==> src/pkg/osm_map.vh <==
`ifndef OSM_MAP_VH
`define OSM_MAP_VH

// Register offsets on the serial bus
`define OSM_ON_THR_OFF    8'h2A
`define OSM_OFF_THR_OFF   8'h2B
`define OSM_AUTO_THR_OFF  8'h2C
`define OSM_MODE_OFF      8'h45
`define OSM_GEVT_A_OFF    8'h3E
`define OSM_GEVT_B_OFF    8'h40
`define OSM_GLED_OFS_OFF  8'h20
`define OSM_GLED_PER_OFF  8'h21
`define OSM_PLED_OFS_OFF  8'h22
`define OSM_PLED_PER_OFF  8'h23
`define OSM_STATUS_OFF    8'h50
`define OSM_INTENS_OFF    8'h51
`define OSM_POS_X_OFF     8'h52
`define OSM_POS_Y_OFF     8'h53

// Index of each writable register in the storage array
`define OSM_IDX_ON_THR    4'h0
`define OSM_IDX_OFF_THR   4'h1
`define OSM_IDX_AUTO_THR  4'h2
`define OSM_IDX_MODE      4'h3
`define OSM_IDX_GEVT_A    4'h4
`define OSM_IDX_GEVT_B    4'h5
`define OSM_IDX_GLED_OFS  4'h6
`define OSM_IDX_GLED_PER  4'h7
`define OSM_IDX_PLED_OFS  4'h8
`define OSM_IDX_PLED_PER  4'h9
`define OSM_IDX_NONE      4'hF
`define OSM_NUM_CFG       10

// Mode control field layout, plus the derivative select bit of gesture event register B
`define OSM_MODE_LSB      0
`define OSM_MODE_MSB      3
`define OSM_FMT_LSB       4
`define OSM_FMT_MSB       7
`define OSM_AUTO_EN_BIT   10
`define OSM_DERIV_SEL_BIT 0

// Mode field values
`define OSM_MODE_STANDBY  4'h0
`define OSM_MODE_PROX     4'h1
`define OSM_MODE_GEST     4'h8
`define OSM_MODE_IDLE_RD  4'hF

// Status bit positions
`define OSM_ST_ON_BIT     0
`define OSM_ST_OFF_BIT    1
`define OSM_ST_GEST_BIT   2
`define OSM_ST_AUTO_BIT   3

// Reset values
`define OSM_CFG_RST       16'h0000
`define OSM_STATUS_RST    4'h0
`define OSM_DEV_ADDR_RST  7'h64

`endif

==> src/core/osm_i2c_slave.v <==
`timescale 1ns/10ps
`include "osm_map.vh"

module osm_i2c_slave #(
   parameter [6:0] DEV_ADDR = `OSM_DEV_ADDR_RST
) (
   input  wire        sys_clk_i,
   input  wire        rst_n_i,
   input  wire        scl_i,
   input  wire        sda_i,
   output wire        sda_o,
   output wire        sda_oe_n_o,
   output reg         wr_o,
   output wire [7:0]  addr_o,
   output reg  [15:0] wdata_o,
   input  wire [15:0] rdata_i
);
   localparam [4:0] S_IDLE = 5'h01, S_RX = 5'h02, S_ACK = 5'h04, S_TX = 5'h08, S_TACK = 5'h10;

   reg [2:0] scl_q, sda_q;
   reg [4:0] state_q;
   reg [3:0] bit_q;
   reg [7:0] sh_q, ptr_q, hi_q, lo_q;
   reg [1:0] idx_q;
   reg       rw_q, drive_q;

   // Two sync stages, then a third copy only for edge finding
   wire scl_rise = scl_q[1] & ~scl_q[2];
   wire scl_fall = ~scl_q[1] & scl_q[2];
   wire start_c  = scl_q[1] & scl_q[2] & sda_q[2] & ~sda_q[1];
   wire stop_c   = scl_q[1] & scl_q[2] & ~sda_q[2] & sda_q[1];
   wire stby_wr  = (ptr_q == `OSM_MODE_OFF) && (sh_q[3:0] == `OSM_MODE_STANDBY);

   assign sda_o      = 1'b0;       // Open drain: only ever pulls low
   assign sda_oe_n_o = ~drive_q;
   assign addr_o     = ptr_q;

   // Pin synchronisers
   always @(posedge sys_clk_i or negedge rst_n_i) begin
      if (!rst_n_i) begin
         scl_q <= 3'h7;
         sda_q <= 3'h7;
      end else begin
         scl_q <= {scl_q[1:0], scl_i};
         sda_q <= {sda_q[1:0], sda_i};
      end
   end

   // Byte engine: addr, pointer, then 16-bit words high byte first
   always @(posedge sys_clk_i or negedge rst_n_i) begin
      if (!rst_n_i) begin
         state_q <= S_IDLE;
         bit_q   <= 4'h0;
         sh_q    <= 8'h00;
         ptr_q   <= 8'h00;
         hi_q    <= 8'h00;
         lo_q    <= 8'h00;
         idx_q   <= 2'h0;
         rw_q    <= 1'b0;
         drive_q <= 1'b0;
         wr_o    <= 1'b0;
         wdata_o <= 16'h0000;
      end else begin
         wr_o <= 1'b0;
         if (start_c) begin
            state_q <= S_RX;
            bit_q   <= 4'h0;
            idx_q   <= 2'h0;
            drive_q <= 1'b0;
         end else if (stop_c) begin
            state_q <= S_IDLE;
            drive_q <= 1'b0;
         end else begin
            case (state_q)
               S_RX: begin
                  if (scl_rise) begin
                     sh_q  <= {sh_q[6:0], sda_q[1]};
                     bit_q <= bit_q + 4'h1;
                  end else if (scl_fall && bit_q == 4'h8) begin
                     state_q <= S_ACK;
                     drive_q <= 1'b1;
                     case (idx_q)
                        2'h0: begin
                           rw_q <= sh_q[0];
                           if (sh_q[7:1] != DEV_ADDR) begin
                              state_q <= S_IDLE;
                              drive_q <= 1'b0;
                           end
                        end
                        2'h1: ptr_q <= sh_q;
                        2'h2: hi_q  <= sh_q;
                        default: begin
                           wr_o    <= 1'b1;
                           wdata_o <= {hi_q, sh_q};
                           drive_q <= ~stby_wr;
                        end
                     endcase
                  end
               end
               S_ACK: begin
                  if (scl_fall) begin
                     bit_q <= 4'h0;
                     if (idx_q == 2'h0 && rw_q) begin
                        sh_q    <= rdata_i[15:8];
                        lo_q    <= rdata_i[7:0];
                        drive_q <= ~rdata_i[15];
                        bit_q   <= 4'h1;
                        idx_q   <= 2'h2;
                        state_q <= S_TX;
                     end else begin
                        drive_q <= 1'b0;
                        state_q <= S_RX;
                        idx_q   <= (idx_q == 2'h3) ? 2'h2 : idx_q + 2'h1;
                        if (idx_q == 2'h3)
                           ptr_q <= ptr_q + 8'h01;
                     end
                  end
               end
               S_TX: begin
                  if (scl_fall) begin
                     if (bit_q == 4'h8) begin
                        drive_q <= 1'b0;
                        state_q <= S_TACK;
                     end else begin
                        drive_q <= ~sh_q[6];
                        sh_q    <= {sh_q[6:0], 1'b0};
                        bit_q   <= bit_q + 4'h1;
                     end
                  end
               end
               S_TACK: begin
                  if (scl_rise && sda_q[1]) begin
                     state_q <= S_IDLE;   // Master nack ends the read
                  end else if (scl_fall) begin
                     bit_q   <= 4'h1;
                     state_q <= S_TX;
                     if (idx_q == 2'h2) begin
                        sh_q    <= lo_q;
                        drive_q <= ~lo_q[7];
                        idx_q   <= 2'h3;
                        ptr_q   <= ptr_q + 8'h01;
                     end else begin
                        sh_q    <= rdata_i[15:8];
                        lo_q    <= rdata_i[7:0];
                        drive_q <= ~rdata_i[15];
                        idx_q   <= 2'h2;
                     end
                  end
               end
               default: begin
                  drive_q <= 1'b0;
               end
            endcase
         end
      end
   end
endmodule

==> src/core/osm_mode_ctrl.v <==
// Notes on behaviour
// - After power-up the block sits in idle with no host command.
// - Idle holds until the host writes standby, proximity or gesture mode.
// - Mode field value 0x0 selects standby; all data collection then stops.
// - The write entering standby is not acknowledged; host must accept that.
// - In standby any write to the mode control register wakes the block.
// - Standby keeps every configuration and data register unchanged.
// - Mode field 0x1 selects proximity, LED driven from the proximity timing set.
// - Proximity intensity is the sum of the four channel results.
// - Interrupt when intensity rises above the on threshold.
// - Interrupt when intensity falls below the off threshold, giving hysteresis.
// - After a proximity event intensity and x, y position are readable.
// - Output FIFO data format comes from mode control register fields.
// - Mode field value 0x8 selects sample/gesture mode.
// - Gesture mode uses its own LED timing set, separate from proximity.
// - Gesture coordinate capture is triggered by the two gesture event registers.
// - An interrupt can flag the start of a potential gesture.
// - Gesture trigger selects absolute intensity or its derivative.
// - Proximity intensity reaching the 16-bit auto threshold switches to gesture mode.
// - Auto switch only when mode bit 10 is set and proximity is started.
`timescale 1ns/10ps
`include "osm_map.vh"

module osm_mode_ctrl #(
   parameter [6:0] DEV_ADDR = `OSM_DEV_ADDR_RST,
   parameter       CH_W     = 16
) (
   input  wire            sys_clk_i,
   input  wire            rst_n_i,
   input  wire            scl_i,
   input  wire            sda_i,
   output wire            sda_o,
   output wire            sda_oe_n_o,
   output reg             int_o,
   input  wire            sample_valid_i,
   input  wire [CH_W-1:0] ch0_i,
   input  wire [CH_W-1:0] ch1_i,
   input  wire [CH_W-1:0] ch2_i,
   input  wire [CH_W-1:0] ch3_i,
   input  wire [15:0]     pos_x_i,
   input  wire [15:0]     pos_y_i,
   output reg             acq_run_o,
   output reg             gest_set_o,
   output reg  [5:0]      led_offset_o,
   output reg  [7:0]      led_period_o,
   output reg  [3:0]      fifo_fmt_o
);
   // Operating states
   localparam [3:0] ST_IDLE = 4'b0001;
   localparam [3:0] ST_STBY = 4'b0010;
   localparam [3:0] ST_PROX = 4'b0100;
   localparam [3:0] ST_GEST = 4'b1000;

   reg  [3:0]  state_q, state_d;
   reg  [15:0] cfg_q [0:`OSM_NUM_CFG-1];
   reg  [3:0]  status_q;
   reg  [3:0]  status_d;
   reg  [15:0] intens_q;
   reg  [15:0] prev_q;
   reg  [15:0] pos_x_q;
   reg  [15:0] pos_y_q;
   reg         near_q;
   reg         armed_q;
   reg  [15:0] rdata_c;

   wire        wr;
   wire [7:0]  addr;
   wire [15:0] wdata;

   // Map a bus offset onto the storage index; used by write and read paths
   function [3:0] cfg_index;
      input [7:0] a;
      begin
         case (a)
            `OSM_ON_THR_OFF:   cfg_index = `OSM_IDX_ON_THR;
            `OSM_OFF_THR_OFF:  cfg_index = `OSM_IDX_OFF_THR;
            `OSM_AUTO_THR_OFF: cfg_index = `OSM_IDX_AUTO_THR;
            `OSM_MODE_OFF:     cfg_index = `OSM_IDX_MODE;
            `OSM_GEVT_A_OFF:   cfg_index = `OSM_IDX_GEVT_A;
            `OSM_GEVT_B_OFF:   cfg_index = `OSM_IDX_GEVT_B;
            `OSM_GLED_OFS_OFF: cfg_index = `OSM_IDX_GLED_OFS;
            `OSM_GLED_PER_OFF: cfg_index = `OSM_IDX_GLED_PER;
            `OSM_PLED_OFS_OFF: cfg_index = `OSM_IDX_PLED_OFS;
            `OSM_PLED_PER_OFF: cfg_index = `OSM_IDX_PLED_PER;
            default:           cfg_index = `OSM_IDX_NONE;
         endcase
      end
   endfunction

   // Mode field value shown for the running state
   function [3:0] mode_code;
      input [3:0] st;
      begin
         case (st)
            ST_STBY: mode_code = `OSM_MODE_STANDBY;
            ST_PROX: mode_code = `OSM_MODE_PROX;
            ST_GEST: mode_code = `OSM_MODE_GEST;
            default: mode_code = `OSM_MODE_IDLE_RD;
         endcase
      end
   endfunction

   // Serial register port
   osm_i2c_slave #(
      .DEV_ADDR (DEV_ADDR)
   ) u_i2c (
      .sys_clk_i  (sys_clk_i),
      .rst_n_i    (rst_n_i),
      .scl_i      (scl_i),
      .sda_i      (sda_i),
      .sda_o      (sda_o),
      .sda_oe_n_o (sda_oe_n_o),
      .wr_o       (wr),
      .addr_o     (addr),
      .wdata_o    (wdata),
      .rdata_i    (rdata_c)
   );

   wire        mode_wr   = wr && (addr == `OSM_MODE_OFF);
   wire [3:0]  mode_fld  = wdata[`OSM_MODE_MSB:`OSM_MODE_LSB];
   wire [15:0] mode_reg  = cfg_q[`OSM_IDX_MODE];
   wire [15:0] on_thr    = cfg_q[`OSM_IDX_ON_THR];
   wire [15:0] off_thr   = cfg_q[`OSM_IDX_OFF_THR];
   wire [15:0] auto_thr  = cfg_q[`OSM_IDX_AUTO_THR];
   wire [15:0] gest_lvl  = cfg_q[`OSM_IDX_GEVT_A];
   wire        deriv_sel = cfg_q[`OSM_IDX_GEVT_B][`OSM_DERIV_SEL_BIT];
   wire        auto_en   = mode_reg[`OSM_AUTO_EN_BIT];
   wire        in_prox   = (state_q == ST_PROX);
   wire        in_gest   = (state_q == ST_GEST);

   wire [CH_W+1:0] sum_w = {2'b00, ch0_i} + {2'b00, ch1_i} + {2'b00, ch2_i} + {2'b00, ch3_i};
   // Saturate so a bright return never wraps and fakes an off event
   wire [15:0] intens_w = (|sum_w[CH_W+1:16]) ? 16'hFFFF : sum_w[15:0];
   wire        smp_prox = sample_valid_i && in_prox;
   wire        smp_gest = sample_valid_i && in_gest;

   wire ev_on   = smp_prox && !near_q && (intens_w > on_thr);
   wire ev_off  = smp_prox && near_q && (intens_w < off_thr);
   wire ev_auto = smp_prox && auto_en && (intens_w >= auto_thr);

   wire [15:0] delta_w = intens_w - prev_q;
   wire        rising  = intens_w > prev_q;
   wire        trig    = deriv_sel ? (rising && (delta_w > gest_lvl)) : (intens_w > gest_lvl);
   wire        ev_cap  = smp_gest && trig;
   wire        ev_gst  = ev_cap && !armed_q;

   // Writable configuration storage, one slot per index
   genvar gi;
   generate
      for (gi = 0; gi < `OSM_NUM_CFG; gi = gi + 1) begin : g_cfg
         always @(posedge sys_clk_i or negedge rst_n_i) begin
            if (!rst_n_i) begin
               cfg_q[gi] <= `OSM_CFG_RST;
            end else if (wr && cfg_index(addr) == gi) begin
               cfg_q[gi] <= wdata;
            end
         end
      end
   endgenerate

   // Next operating state
   always @* begin
      state_d = state_q;
      case (state_q)
         ST_IDLE: begin
            if (mode_wr) begin
               case (mode_fld)
                  `OSM_MODE_STANDBY: state_d = ST_STBY;
                  `OSM_MODE_PROX:    state_d = ST_PROX;
                  `OSM_MODE_GEST:    state_d = ST_GEST;
                  default:           state_d = ST_IDLE;
               endcase
            end
         end
         ST_STBY: begin
            if (mode_wr) begin
               case (mode_fld)
                  `OSM_MODE_PROX: state_d = ST_PROX;
                  `OSM_MODE_GEST: state_d = ST_GEST;
                  default:        state_d = ST_IDLE;
               endcase
            end
         end
         ST_PROX, ST_GEST: begin
            if (mode_wr) begin
               case (mode_fld)
                  `OSM_MODE_STANDBY: state_d = ST_STBY;
                  `OSM_MODE_PROX:    state_d = ST_PROX;
                  `OSM_MODE_GEST:    state_d = ST_GEST;
                  default:           state_d = ST_IDLE;
               endcase
            end else if (in_prox && ev_auto) begin
               state_d = ST_GEST;
            end
         end
         default: state_d = ST_IDLE;
      endcase
   end

   always @(posedge sys_clk_i or negedge rst_n_i) begin
      if (!rst_n_i) begin
         state_q <= ST_IDLE;
      end else begin
         state_q <= state_d;
      end
   end

   // Event status: a write of one clears, a new event in the same cycle wins
   always @* begin
      status_d = status_q;
      if (wr && addr == `OSM_STATUS_OFF) begin
         status_d = status_q & ~wdata[3:0];
      end
      status_d[`OSM_ST_ON_BIT]   = status_d[`OSM_ST_ON_BIT] | ev_on;
      status_d[`OSM_ST_OFF_BIT]  = status_d[`OSM_ST_OFF_BIT] | ev_off;
      status_d[`OSM_ST_GEST_BIT] = status_d[`OSM_ST_GEST_BIT] | ev_gst;
      status_d[`OSM_ST_AUTO_BIT] = status_d[`OSM_ST_AUTO_BIT] | (in_prox && ev_auto && !mode_wr);
   end

   always @(posedge sys_clk_i or negedge rst_n_i) begin
      if (!rst_n_i) begin
         status_q <= `OSM_STATUS_RST;
         int_o    <= 1'b0;
      end else begin
         status_q <= status_d;
         int_o    <= |status_d;
      end
   end

   // Hysteresis and gesture arming flags
   always @(posedge sys_clk_i or negedge rst_n_i) begin
      if (!rst_n_i) begin
         near_q  <= 1'b0;
         armed_q <= 1'b0;
      end else begin
         if (ev_on) begin
            near_q <= 1'b1;
         end else if (ev_off) begin
            near_q <= 1'b0;
         end
         if (smp_gest) begin
            armed_q <= trig;   // Re-arms once the trigger drops away
         end
      end
   end

   always @(posedge sys_clk_i or negedge rst_n_i) begin
      if (!rst_n_i) begin
         intens_q <= 16'h0000;
         prev_q   <= 16'h0000;
         pos_x_q  <= 16'h0000;
         pos_y_q  <= 16'h0000;
      end else begin
         if (smp_prox || smp_gest) begin
            intens_q <= intens_w;
            prev_q   <= intens_w;
         end
         if (ev_on || ev_off || ev_cap) begin
            pos_x_q <= pos_x_i;
            pos_y_q <= pos_y_i;
         end
      end
   end

   // Outputs towards the LED timing core and FIFO formatter
   always @(posedge sys_clk_i or negedge rst_n_i) begin
      if (!rst_n_i) begin
         acq_run_o    <= 1'b0;
         gest_set_o   <= 1'b0;
         led_offset_o <= 6'h00;
         led_period_o <= 8'h00;
         fifo_fmt_o   <= 4'h0;
      end else begin
         acq_run_o  <= (state_d == ST_PROX) || (state_d == ST_GEST);
         gest_set_o <= (state_d == ST_GEST);
         if (state_d == ST_GEST) begin
            led_offset_o <= cfg_q[`OSM_IDX_GLED_OFS][5:0];
            led_period_o <= cfg_q[`OSM_IDX_GLED_PER][7:0];
         end else begin
            led_offset_o <= cfg_q[`OSM_IDX_PLED_OFS][5:0];
            led_period_o <= cfg_q[`OSM_IDX_PLED_PER][7:0];
         end
         fifo_fmt_o <= mode_reg[`OSM_FMT_MSB:`OSM_FMT_LSB];
      end
   end

   // Read data; the mode field reports the live state, not the last write
   always @* begin
      rdata_c = 16'h0000;
      case (addr)
         `OSM_STATUS_OFF: rdata_c = {12'h000, status_q};
         `OSM_INTENS_OFF: rdata_c = intens_q;
         `OSM_POS_X_OFF:  rdata_c = pos_x_q;
         `OSM_POS_Y_OFF:  rdata_c = pos_y_q;
         `OSM_MODE_OFF:   rdata_c = {mode_reg[15:4], mode_code(state_q)};
         default: begin
            if (cfg_index(addr) != `OSM_IDX_NONE) begin
               rdata_c = cfg_q[cfg_index(addr)];
            end
         end
      endcase
   end
endmodule

==> config.mk <==
export PLATFORM = sky130hd
export DESIGN_NAME = osm_mode_ctrl
export DESIGN_NICKNAME = d
export VERILOG_FILES = /design/src/core/osm_i2c_slave.v /design/src/core/osm_mode_ctrl.v
export VERILOG_INCLUDE_DIRS = /design/src /design/src/pkg
export SDC_FILE = /design/constraint.sdc
export NUM_CORES = 1
export LEC_CHECK = 0
export BUFFER_PORTS_ARGS = -buffer_cell sky130_fd_sc_hd__buf_2
export CAP_MARGIN = 20
export CORE_UTILIZATION = 45
export DETAILED_ROUTE_END_ITERATION = 8
export GPL_ROUTABILITY_DRIVEN = 0
export PLACE_DENSITY = 0.66
export SLEW_MARGIN = 0
export SYNTH_ARGS = -nofsm -noshare
export SYNTH_HDL_FRONTEND = slang
export SYNTH_SLANG_ARGS = --single-unit
==> constraint.sdc <==
create_clock -name sys_clk_i -period 5.82 [get_ports sys_clk_i]
set_clock_uncertainty 0.05 [all_clocks]
set_input_delay 0.873 -clock sys_clk_i [delete_from_list [all_inputs] [get_ports sys_clk_i]]
set_output_delay 0.873 -clock sys_clk_i [all_outputs]
set_load 0.1 [all_outputs]
=== Word level (Yosys, flattened, before mapping) ===
Cells that the tools add are included.

* Bits of input ports: 101
* Logic and storage cells: 312
* Flip-flop bits (word level): 307
* Output and inout port bits: 23

* Multiplexer cells: 102
* Add/subtract/negate cells: 7
* Reductions and logical operators: 63
* Magnitude comparators: 7
* Bitwise gates (word level): 27
* Equal/unequal tests: 70

{| class="wikitable"
|+ Operators by type and width
! kind !! number
|-
| two-way mux 8 bit || 23
|-
| one-hot mux 16 bit (5 select lines) || 1
|-
| two-way mux 4 bit || 17
|-
| binary-select mux 16 bit (select 4 bit) || 1
|-
| equality test 8 x 6 -> 1 bit (second input constant) || 8
|-
| greater-than comparator 16 bit || 4
|-
| two-way mux 16 bit || 4
|-
| two-way mux 5 bit || 10
|-
| equality test 8 x 7 -> 1 bit (second input constant) || 6
|-
| one-hot mux 4 bit (10 select lines) || 1
|-
| one-hot mux 4 bit (3 select lines) || 3
|-
| one-hot mux 4 bit (9 select lines) || 1
|-
| one-hot mux 8 bit (4 select lines) || 1
|-
| logical AND 1 bit || 29
|-
| equality test 4 x 3 -> 1 bit (second input constant) || 6
|-
| equality test 4 bit (second input constant) || 6
|-
| one-hot mux 8 bit (3 select lines) || 1
|-
| AND reduction 6 bit || 4
|-
| two-way mux 1 bit || 23
|-
| inequality test 4 x 1 -> 1 bit (second input constant) || 5
|-
| one-hot mux 5 bit (4 select lines) || 1
|-
| adder 17 x 16 -> 18 bit || 1
|-
| adder 18 x 16 -> 18 bit || 1
|-
| inequality test 2 x 1 -> 1 bit (second input constant) || 9
|-
| other kinds (56) || 110
|}

=== Logic depth before layout (Yosys ltp) ===
Gate-level depths: netlist of the first run.

* Word-level depth: 19
* Depth in mapped cells: 32
* Mapped depth without buffers: 31

=== Modules after synthesis ===
Synthesis of the first run repeated with hierarchy kept, for this count alone.

* Cells, all modules: 1,890
* Area, all modules: 19,472.4 sq um

{| class="wikitable"
|+ By module, submodules not included
! module !! area each (sq um) !! cells each !! times used !! seq. area each (sq um)
|-
| osm_mode_ctrl || 15,857.7 || 1,546 || 1 || 5,957.0
|-
| osm_i2c_slave || 3,614.7 || 344 || 1 || 1,710.4
|}

=== Worst setup path before layout of the first run ===
Ideal clock, no wire load.

* Kind: in2reg
* Start point: in ch0_i[5]
* End point: reg pos_x_q[0]
* Data required time: 5.645 ns
* Buffers on the path: 1
* Setup time: 0.125 ns
* Slack: -1.711 ns
* Stages: 31
* Data arrival time: 7.356 ns
* Cells stage by stage: inv_1 -> fa_1 -> fa_1 -> inv_1 -> ha_1 -> a21oi_1 -> and3_1 -> a311oi_1 -> a21bo_2 -> mux2_2 -> nor2b_1 -> ha_1 -> inv_1 -> fa_1 -> a211oi_1 -> o21ai_0 -> nor3b_1 -> o31ai_1 -> nor2b_1 -> o21bai_1 -> a21oi_1 -> xnor2_1 -> ha_1 -> nand4_1 -> nor2_1 -> a221oi_1 -> o211ai_1 -> a41oi_1 -> nand3_1 -> buf_2 -> mux2_2

* Cells in the longest elaborated chain, start to end: 11
* Elaborated cells between the ends (all ways): 18
* Those cells by class: 4 x add/sub; 5 x order compare; 2 x mux; 7 x reduce/logical

{| class="wikitable"
|+ Ends and longest elaborated chain
! item !! line !! RTL
|-
| start, declared || osm_mode_ctrl.v:36 || <nowiki>input wire [CH_W-1:0] ch0_i,</nowiki>
|-
| adder 16 x 16 -> 17 bit * || osm_mode_ctrl.v:131 || <nowiki>wire [CH_W+1:0] sum_w = {2'b00, ch0_i} + {2'b00, ch1_i} + {2'b00, ch2_i} + {2'b00, ch3_i};</nowiki>
|-
| adder 17 x 16 -> 18 bit * || osm_mode_ctrl.v:131 ||
|-
| adder 18 x 16 -> 18 bit * || osm_mode_ctrl.v:131 ||
|-
| OR reduction 2 bit || osm_mode_ctrl.v:133 || <nowiki>wire [15:0] intens_w = (|sum_w[CH_W+1:16]) ? 16'hFFFF : sum_w[15:0];</nowiki>
|-
| two-way mux 16 bit * || osm_mode_ctrl.v:133 ||
|-
| subtractor 16 bit || osm_mode_ctrl.v:141 || <nowiki>wire [15:0] delta_w = intens_w - prev_q;</nowiki>
|-
| greater-than comparator 16 bit || osm_mode_ctrl.v:143 || <nowiki>wire trig = deriv_sel ? (rising && (delta_w > gest_lvl)) : (intens_w > gest_lvl);</nowiki>
|-
| logical AND 1 bit || osm_mode_ctrl.v:143 ||
|-
| two-way mux 1 bit || osm_mode_ctrl.v:143 ||
|-
| logical AND 1 bit || osm_mode_ctrl.v:144 || <nowiki>wire ev_cap = smp_gest && trig;</nowiki>
|-
| logical OR 1 bit * || osm_mode_ctrl.v:258 || <nowiki>if (ev_on || ev_off || ev_cap) begin</nowiki>
|-
| end signal, assigned || osm_mode_ctrl.v:259 || <nowiki>pos_x_q <= pos_x_i;</nowiki>
|-
| end, declared || osm_mode_ctrl.v:60 || <nowiki>reg [15:0] pos_x_q;</nowiki>
|}

Mark *: on every way between the ends. The rest lies on a longest branch, timed or not.
A chain may end at the register's enable or synchronous reset.

=== Worst setup path in the final report of the first run ===
* Start point: in ch1_i[13]
* End point: reg pos_x_q[10]

* Cells in the longest elaborated chain, start to end: 11
* Elaborated cells between the ends (all ways): 18
* Those cells by class: 4 x add/sub; 5 x order compare; 2 x mux; 7 x reduce/logical

{| class="wikitable"
|+ Ends and longest elaborated chain
! item !! line !! RTL
|-
| start, declared || osm_mode_ctrl.v:37 || <nowiki>input wire [CH_W-1:0] ch1_i,</nowiki>
|-
| adder 16 x 16 -> 17 bit * || osm_mode_ctrl.v:131 ||
|-
| adder 17 x 16 -> 18 bit * || osm_mode_ctrl.v:131 ||
|-
| adder 18 x 16 -> 18 bit * || osm_mode_ctrl.v:131 ||
|-
| OR reduction 2 bit || osm_mode_ctrl.v:133 ||
|-
| two-way mux 16 bit * || osm_mode_ctrl.v:133 ||
|-
| subtractor 16 bit || osm_mode_ctrl.v:141 ||
|-
| greater-than comparator 16 bit || osm_mode_ctrl.v:143 ||
|-
| logical AND 1 bit || osm_mode_ctrl.v:143 ||
|-
| two-way mux 1 bit || osm_mode_ctrl.v:143 ||
|-
| logical AND 1 bit || osm_mode_ctrl.v:144 ||
|-
| logical OR 1 bit * || osm_mode_ctrl.v:258 ||
|}

Marked as above.

==> reports/results.ini, run 1 <==
[run_status]
status=complete, but fails checks
violations=setup timing

[synthesis]
synth_ff_type=dfrtp_1
synthAdderAreaFrac=0.115
synth_edf_count=0
synth_top_area_cell=dfrtp_1
synthTopCellsByArea=dfrtp_1 (39%), mux2_2 (11%), ha_1 (8.0%)
synth_top_family_by_area=compound AO/OA/AOI/OAI gates
yosysWarnings=0
synth-compound-area-share=0.155
syn_area_um2=19000
synth_seq_area_share=0.405
synth_fp_nets=2214
yosysUniqueCellTypes=82
async_flop_share=1.00
synthTopCellsByCount=dfrtp_1 (299), nand2_1 (222), inv_1 (191), mux2_2 (190), o21ai_0 (141)
yosys.area_share.xor_xnor=0.0120
synth_top_area_frac=0.394
ys_seq_elements=307
synth.most_common_cell=dfrtp_1
synth_mux_area_frac=0.127
syn_area_per_cell_um2=9.69
synth-simple-area-share=0.126
syn_inst=1958

[worst_setup_path]
cp.required_ns=6.19
cp_max_fo=8
worst-setup-path-type=input port to register
start_kind=input port
critical-path-top-delay-family=adder cells
arrival_ns=7.27
slowest_stage=fa_1
cp-end-kind=register
max_stage_delay_ns=0.50
cp_num_buf_inv=6

[sta]
maxSlewHeadroom=0.283
fin_crit_ns=6.90
maxSlewViolCount=0
tightest_slew_ns=1.07
hold_viol=0
period_share=1.19
timing.fmax_mhz=145
setup_violations=42
fin_ws_ns=-1.08
rsz0062_at_grt=yes

[clocking]
clock-root-buffer=clkbuf_16
insertion_delay_ns=0.54
clock_sinks=307
cts_buffer_depth=3
cts.clk_slew.worst_paths_ns=0.06
cts_buffers=35
htreeDepth=2
cts_tree=done

[layout]
finalNetCount=2474
num_antenna_cells=0
largest_reg_flops=80
drive_gt1_frac=0.310
top_register=cfg_q
syn2layout_area_growth_pct=23.5
multi_input_area_um2=10900
regArea_um2=7690
fin_util=0.569
fill_cells=3410

[global_route]
grt_usage=0.288
gr-total-overflow=0
grt_max_degree=135
grt_pass1_vias=16500
antenna_found_initial=0
grt_pass1_wl_um=95600

[floorplanning]
core-area_um2=41200
die-width_um=207
fp.dieArea_um2=43000
pin_count=124
rows=74
die_h_um=207
start_util=0.461

[drt]
drtIter0Drc=1544
remaining_drc_errors=0
avgViaCountPerCell=5.97
via_count=16600
wl_per_cell_um=22.4
wirelength_um=62300
dr.pass1.iters=8
ant_nets=0

[worst_hold_path]
hold_path_class=register to register

[power]
leakage_nw=10.8
ir_drop_mv=0.189
p_per_area_nw_per_um2=320
p_total_mw=7.50

[placed_design]
dpl.hpwl_um=44500
dp_slack_ns=-1.90
portBuffers=122

[job]
drv_cap=0

## metal layers
layer  global-route usage  share of wire  vias to the layer above
met2                0.461           0.46                      793
met3               0.0486          0.079                      167
met4                0.151          0.054                        0
li1                     -              -                     7426
met5                    0              0                        -
met1                0.374           0.41                     8202
## power by group
group	switching (mW)	total, mW	internal (mW)
Clock	0.926	2.26	1.33
Sequential	0.0965	2.27	2.17
Combinational	1.50	2.97	1.47
Total	2.52	7.50	4.98
## worst register-to-register path, delay by kind of cell (launching register included)
| kind | cells | cell delay, ns |
|---|---|---|
| AO/OA/AOI/OAI | 8 | 1.54 |
| flip-flops | 1 | 0.55 |
| buffers and inverters | 3 | 0.35 |
| adder cells (fa/ha/maj) | 3 | 0.85 |
| AND/OR/NAND/NOR | 5 | 0.77 |
| multiplexers | 1 | 0.30 |
| XOR/XNOR | 1 | 0.15 |
## what timing repair did
| action | CTS | global route |
|---|---|---|
| setup buffers | 44 | 20 |
| endpoints found under the hold margin | 0 | 0 |
| hold buffers | 0 | 0 |
| endpoints found under the setup margin | 50 | 51 |
| gates cloned | 4 | 0 |
| resized for setup | 68 | 86 |
| pin swaps | 56 | 44 |
## area by class of cell
class                   instances  share of cell area
multi-input cells            1366               0.464
inverters                     191              0.0310
well taps                     532              0.0284
clock buffers                  46              0.0418
clock inverters                18             0.00822
repair buffers                317              0.0986
flip-flops and latches        307               0.328
## metrics by stage
step	hold WS (ns)	setup TNS [ns]	area [µm²]	cells
final	0.309	-35.89	23400	2777
after global routing	0.312	-47.45	23400	2777
after CTS	0.306	-36.58	23000	2762
after detailed placement	0.297	-87.63	21000	2651
after global placement	0.297	-79.99	21000	2651
after floorplan	0.295	-43.03	19100	1958
## cells in the final DEF (no fill, tap or decap), drive strengths merged, types with 8 or more instances in the layout
| cell | netlist | routed |
|---|---|---|
| buf | 27 | 317 |
| dfrtp | 299 | 299 |
| nand2 | 223 | 223 |
| inv | 191 | 193 |
| mux2 | 190 | 190 |
| o21ai | 142 | 142 |
| ha | 122 | 122 |
| a21oi | 107 | 107 |
| nor2 | 88 | 88 |
| clkbuf | 67 | 46 |
| a31oi | 38 | 38 |
| nand3 | 33 | 33 |
| fa | 33 | 33 |
| a21o | 28 | 28 |
| nand4 | 28 | 28 |
| mux2i | 27 | 27 |
| nor3 | 26 | 26 |
| a22oi | 23 | 23 |
| nand2b | 17 | 17 |
| a221oi | 15 | 15 |
| nor2b | 15 | 15 |
| a211oi | 15 | 15 |
| o211ai | 14 | 14 |
| xnor2 | 14 | 14 |
| o22ai | 13 | 13 |
| xor2 | 12 | 12 |
| clkinv | 0 | 11 |
| and3 | 10 | 10 |
| o221ai | 10 | 10 |
| nor3b | 10 | 10 |
| o21a | 8 | 8 |
| or3 | 8 | 8 |
| a22o | 8 | 8 |
| dfstp | 8 | 8 |
| o31ai | 8 | 8 |
## path summary, 6_finish.rpt
path,start,endpoint,slack [ns],depth (start not counted)
worst max-delay path,ch1_i[13],pos_x_q[10]$_DFFE_PN0P_,-1.08,33
worst min-delay path,u_i2c.scl_q[0]$_DFF_PN1_,u_i2c.scl_q[1]$_DFF_PN1_,0.31,0
worst max register to register,prev_q[0]$_DFFE_PN0P_,pos_x_q[10]$_DFFE_PN0P_,1.18,21
worst min register to register,u_i2c.scl_q[0]$_DFF_PN1_,u_i2c.scl_q[1]$_DFF_PN1_,0.31,0
max in group asynchronous,rst_n_i,u_i2c.lo_q[2]$_DFFE_PN0P_,4.00,2
min in group asynchronous,rst_n_i,led_period_o[2]$_DFF_PN0_,0.45,1
## cell families (layout without fill, tap and decap cells)
family,after synthesis,after routing
buffers and inverters,285,572
other,1,1
muxes,217,217
xor gates and xnor gates,26,26
AOI/OAI and AO/OA,466,466
adders and majority gates,155,155
DFF,307,307
and+or+nand+nor,501,501
No activity file was read; power rests on OpenSTA's default activity.
==> run 2, diff against run 1 <==
--- a/config.mk
+++ b/config.mk
@@ -9,9 +9,9 @@
 export BUFFER_PORTS_ARGS = -buffer_cell sky130_fd_sc_hd__buf_2
 export CAP_MARGIN = 20
 export CORE_UTILIZATION = 45
+export CTS_CLUSTER_SIZE = 20
 export DETAILED_ROUTE_END_ITERATION = 8
 export GPL_ROUTABILITY_DRIVEN = 0
-export PLACE_DENSITY = 0.66
 export SLEW_MARGIN = 0
 export SYNTH_ARGS = -nofsm -noshare
 export SYNTH_HDL_FRONTEND = slang
==> run 2 against run 1 <==
  * The flow still finishes with violations (setup timing)
  * Count of clock-buffer cells in the layout is 7 higher
  * Largest cell class unchanged
  * Die area is the same
  * Core utilization is 1.2 points lower
  * Combinational power down 9.1%
  * Routed wire length up 0.72%
  * Power shrank 4.1%
  * Largest power group unchanged
  * First-iteration DRC count shrank 7.0%
  * Global-route usage is 0.58 points higher
  * Final cell count shrank 0.86%
  * Sequential share of layout area up 0.68 points
  * Sequential power barely moved
  * Via count is 2.1% lower
==> reports/results.ini, run 2 (synthesis gave the netlist of run 1 again) <==
[run_status]
status=complete, but fails checks
violations=setup timing

[power]
pwr-share-comb=0.375
switching_share=0.335
seq_power_share=0.315
ir_drop_mv=0.197
leakage_nw=10.7
intPower_mw=4.78
p_sw_mw=2.41
pwr-share-clk=0.310
p_per_area_nw_per_um2=313

[clocking]
clock-root-buffer=clkbuf_16
htreeDepth=2
cts_buffers=36
cts.clk_slew.worst_paths_ns=0.06
insertion_delay_ns=0.56
cts_tree=done
ctsHoldBuffers=0
cts_buffer_depth=3
clock_sinks=307

[floorplanning]
rows=74
pin_count=124
core-area_um2=41200
die_h_um=207
fp.dieArea_um2=43000
start_util=0.461
die-width_um=207

[sta]
maxSlewHeadroom=0.266
timing.fmax_mhz=145
rsz0062_at_grt=yes
tightest_slew_ns=1.10
maxSlewViolCount=0
hold_viol=0
fin_ws_ns=-1.06
period_share=1.18
fin_crit_ns=6.88
setup_violations=55

[drt]
remaining_drc_errors=0
wirelength_um=62700
dr.pass1.iters=5
ant_nets=0
avgViaCountPerCell=5.90
via_count=16200
wl_per_cell_um=22.8
drtIter0Drc=1436

[layout]
multi_input_area_um2=10600
regArea_um2=7690
final_area_um2=23000
drive_gt1_frac=0.284
fill_cells=3580
top_register=cfg_q
layout_commonest_cell=dfrtp_1
largest_reg_flops=80
finalNetCount=2448
fin_cells=2753
syn2layout_area_growth_pct=21.0
final_cell_mix=dfrtp_1 (299), nand2_1 (216), inv_1 (185)

[worst_setup_path]
cp_max_fo=8
worst-setup-path-type=input port to register
cp.required_ns=6.21
start_kind=input port
cp-end-kind=register
arrival_ns=7.26
slowest_stage=fa_1
max_stage_delay_ns=0.52

[global_route]
met1_usage=0.384
gr-total-overflow=0
grt_usage=0.293
global_route.usage.met2=0.473
busiest_layer=met2
antenna_found_initial=1
grt_pass1_wl_um=96500
met3_usage=0.0549
grt_max_degree=163
grt_pass1_vias=16200

[placed_design]
dp.cells=2655
portBuffers=122
dp_slack_ns=-1.88
place_area_um2=21100
dpl.hpwl_um=45300

[job]
drv_cap=0

[worst_hold_path]
hold_path_class=register to register

[run 2: cell types whose count changed in the layout (fill, tap and decap cells not counted), moves of 6 or more]
cell     previous run  this run
mux2_2            167       161
inv_1             175       185
mux2_4             23        29
inv_2              14         4
ha_1              101       112
a21oi_1            91        97
buf_4             173       146
ha_4               19         9
[run 2: cell type report]
| type | count | area share |
|---|---|---|
| Multi-Input combinational cell | 1366 | 0.463 |
| Sequential cell | 307 | 0.335 |
| Timing Repair Buffer | 290 | 0.0908 |
| Clock buffer | 53 | 0.0469 |
| Inverter | 191 | 0.0317 |
| Tap cell | 532 | 0.0290 |
| Clock inverter | 13 | 0.00360 |
| Antenna cell | 1 | 0.000109 |
[run 2: through the flow]
stage               total power [mW]  setup TNS (ns)  hold WS (ns)   util
floorplan                       3.66          -43.03         0.295      -
global placement                4.64          -72.09         0.299  0.511
detailed placement              4.72          -81.04         0.300  0.511
CTS                             7.04          -41.67         0.308  0.551
global route                    7.62          -65.42         0.312  0.557
finish                          7.19          -50.29         0.305  0.557
[run 2: power groups by stage]
stage | sequential, mW | combinational, mW | clock [mW]
3_3_place_gp | 2.30 | 2.34 | 0
6_report | 2.27 | 2.70 | 2.23
5_1_grt | 2.27 | 3.01 | 2.35
3_5_place_dp | 2.30 | 2.42 | 0
2_1_floorplan | 2.26 | 1.41 | 0
4_1_cts | 2.26 | 2.52 | 2.26
[run 2: metal layers]
layer | routed length [µm] | share of wire
met2 | 29200 | 0.47
met5 | 0 | 0
met3 | 4620 | 0.074
met1 | 26100 | 0.42
met4 | 2780 | 0.044
[run 2: what timing repair did]
item,in CTS,in global routing
gates resized for setup,54,51
endpoints found under the hold margin,0,0
cloned,4,0
setup buffers,18,16
setup endpoints to repair,51,50
pin swaps,44,50
[run 2: worst paths after layout]
kind | from | to | slack (ns) | cells after the start
worst max-delay path | ch0_i[10] | pos_y_q[7]$_DFFE_PN0P_ | -1.06 | 33
worst min-delay path | u_i2c.scl_q[0]$_DFF_PN1_ | u_i2c.scl_q[1]$_DFF_PN1_ | 0.30 | 0
worst max register to register | prev_q[0]$_DFFE_PN0P_ | pos_y_q[7]$_DFFE_PN0P_ | 1.27 | 21
worst min register to register | u_i2c.scl_q[0]$_DFF_PN1_ | u_i2c.scl_q[1]$_DFF_PN1_ | 0.30 | 0
max in group asynchronous | rst_n_i | pos_x_q[15]$_DFFE_PN0P_ | 3.94 | 2
min in group asynchronous | rst_n_i | led_period_o[4]$_DFF_PN0_ | 0.31 | 1
[run 2: worst max-delay path: cells and delay by family]
kind / cells / cell delay [ns]
compound gates: 11 / 2.15
buf+inv: 6 / 0.52
mux: 2 / 0.43
simple gates: 7 / 1.08
fa+ha+maj: 6 / 2.03
xor+xnor: 1 / 0.14
==> run 3, diff against run 2 <==
--- a/config.mk
+++ b/config.mk
@@ -12,6 +12,8 @@
 export CTS_CLUSTER_SIZE = 20
 export DETAILED_ROUTE_END_ITERATION = 8
 export GPL_ROUTABILITY_DRIVEN = 0
+export PLACE_DENSITY = 0.62
+export REMOVE_ABC_BUFFERS = 1
 export SLEW_MARGIN = 0
 export SYNTH_ARGS = -nofsm -noshare
 export SYNTH_HDL_FRONTEND = slang
==> run 3 against run 2 <==
  * The run still ends with setup timing left
  * Sequential share of layout area is 0.62 points lower
  * First-iteration DRC count is 8.4% lower
  * Register-to-register slack worse by 0.09 ns
  * Maximum frequency is 3.6% lower
  * Power is 0.47% lower
  * Non-clock buffer count is 17 higher
  * Combinational power is 2% lower
  * Flip-flop and latch count stayed put
  * Die area stayed put
  * Final cell count is 0.47% higher
  * Routed wire length is 2.2% lower
  * Critical path type unchanged
  * Largest cell class unchanged
  * Highest routed layer unchanged
==> reports/results.ini, run 3 (synthesis gave the netlist of run 1 again) <==
[run_status]
status=complete, but fails checks
violations=setup timing

[power]
p_per_area_nw_per_um2=306
ir_drop_mv=0.219
p_total_mw=7.15
leakage_nw=10.8

[sta]
rsz0062_at_grt=yes
hold_viol=0
fin_crit_ns=7.13
maxSlewViolCount=0
tightest_slew_ns=1.13
fin_ws_ns=-1.31
timing.fmax_mhz=140
maxSlewHeadroom=0.247
setup_violations=51
period_share=1.23

[drt]
wirelength_um=61400
remaining_drc_errors=0
avgViaCountPerCell=5.89
wl_per_cell_um=22.2
ant_nets=0
via_count=16300
dr.pass1.iters=5
drtIter0Drc=1315

[worst_setup_path]
cp_max_fo=5
arrival_ns=7.49
max_stage_delay_ns=0.54
cp_common_cell=inv_2
cp-end-kind=register
start_kind=input port
worst-setup-path-type=input port to register
cp.required_ns=6.18
slowest_stage=fa_1

[layout]
regArea_um2=7690
layout_commonest_cell=dfrtp_1
multi_input_area_um2=10800
largest_reg_flops=80
num_antenna_cells=0
top_register=cfg_q
final_cell_mix=dfrtp_1 (299), nand2_1 (215), inv_1 (179)
fill_cells=3529
finalNetCount=2465
syn2layout_area_growth_pct=23.3
drive_gt1_frac=0.299
fin_cells=2766

[job]
drv_cap=0

[clocking]
insertion_delay_ns=0.53
cts_buffers=36
clock-root-buffer=clkbuf_16
htreeDepth=2
cts_tree=done
cts_buffer_depth=3
clock_sinks=307
ctsHoldBuffers=0
cts.clk_slew.worst_paths_ns=0.06

[floorplanning]
die_h_um=207
die-width_um=207
fp.dieArea_um2=43000
rows=74
start_util=0.461
pin_count=124
core-area_um2=41200

[placed_design]
portBuffers=122
dpl.hpwl_um=43800
dp.cells=2665

[global_route]
grt_pass1_wl_um=94700
gr-total-overflow=0
grt_pass1_vias=16200
grt_usage=0.286
grt_max_degree=112
antenna_found_initial=0

[worst_hold_path]
hold_path_class=input port to async pin

[run 3: repair_timing]
action | CTS | global route
endpoints found under the setup margin | 50 | 56
resized for setup | 116 | 69
cloned | 5 | 0
pin swaps | 44 | 56
hold endpoints to repair | 0 | 0
buffers inserted | 25 | 10
[run 3: cell type report]
| cell class | count | share of cell area |
|---|---|---|
| clock inverters | 14 | 0.00455 |
| flip-flops and latches | 307 | 0.329 |
| multi-input cells | 1366 | 0.463 |
| repair buffers | 307 | 0.0987 |
| clock buffers | 49 | 0.0454 |
| well taps | 532 | 0.0285 |
| inverters | 191 | 0.0306 |
[run 3: metrics by stage]
step	area (µm²)	setup TNS [ns]	hold WS, ns	worst slack (ns)	utilization
after floorplan	18600	-91.44	0.295	-2.49	-
after CTS	23000	-46.36	0.287	-1.26	0.559
after global routing	23400	-64.56	0.311	-1.62	0.568
final	23400	-50.27	0.262	-1.31	0.568
after global placement	21000	-82.86	0.296	-2.02	0.511
after detailed placement	21100	-87.67	0.297	-2.14	0.511
[run 3: path summary, 6_finish.rpt]
kind / from / end / slack (ns) / cells past startpoint
hold / removal: rst_n_i / fifo_fmt_o[0]$_DFF_PN0_ / 0.26 / 1
setup reg to reg: prev_q[0]$_DFFE_PN0P_ / pos_x_q[14]$_DFFE_PN0P_ / 1.18 / 22
max in group asynchronous: rst_n_i / u_i2c.bit_q[2]$_DFFE_PN0P_ / 4.11 / 2
hold reg to reg: u_i2c.scl_q[0]$_DFF_PN1_ / u_i2c.scl_q[1]$_DFF_PN1_ / 0.30 / 0
min in group sys_clk_i: u_i2c.scl_q[0]$_DFF_PN1_ / u_i2c.scl_q[1]$_DFF_PN1_ / 0.30 / 0
setup / recovery: ch2_i[2] / pos_x_q[14]$_DFFE_PN0P_ / -1.31 / 35
[run 3: layer usage]
metal	vias up	track usage	wire length (µm)
met4	0	0.118	2480
met3	125	0.0413	4530
met2	687	0.461	28500
li1	7426	-	-
met1	8050	0.385	25900
met5	-	0	0
[run 3: worst max-delay path: cells and delay by family]
kind | cells | cell delay [ns]
compound gates | 10 | 1.86
xor+xnor | 1 | 0.14
fa+ha+maj | 6 | 2.20
buf+inv | 8 | 0.75
mux | 2 | 0.45
simple gates | 8 | 1.21
[run 3: where the power goes]
part / leakage [nW] / internal, mW / switching [mW]
clock: 0.578 / 1.32 / 0.916
sequential: 4.21 / 2.17 / 0.108
combinational: 6.01 / 1.29 / 1.35
total: 10.8 / 4.78 / 2.37
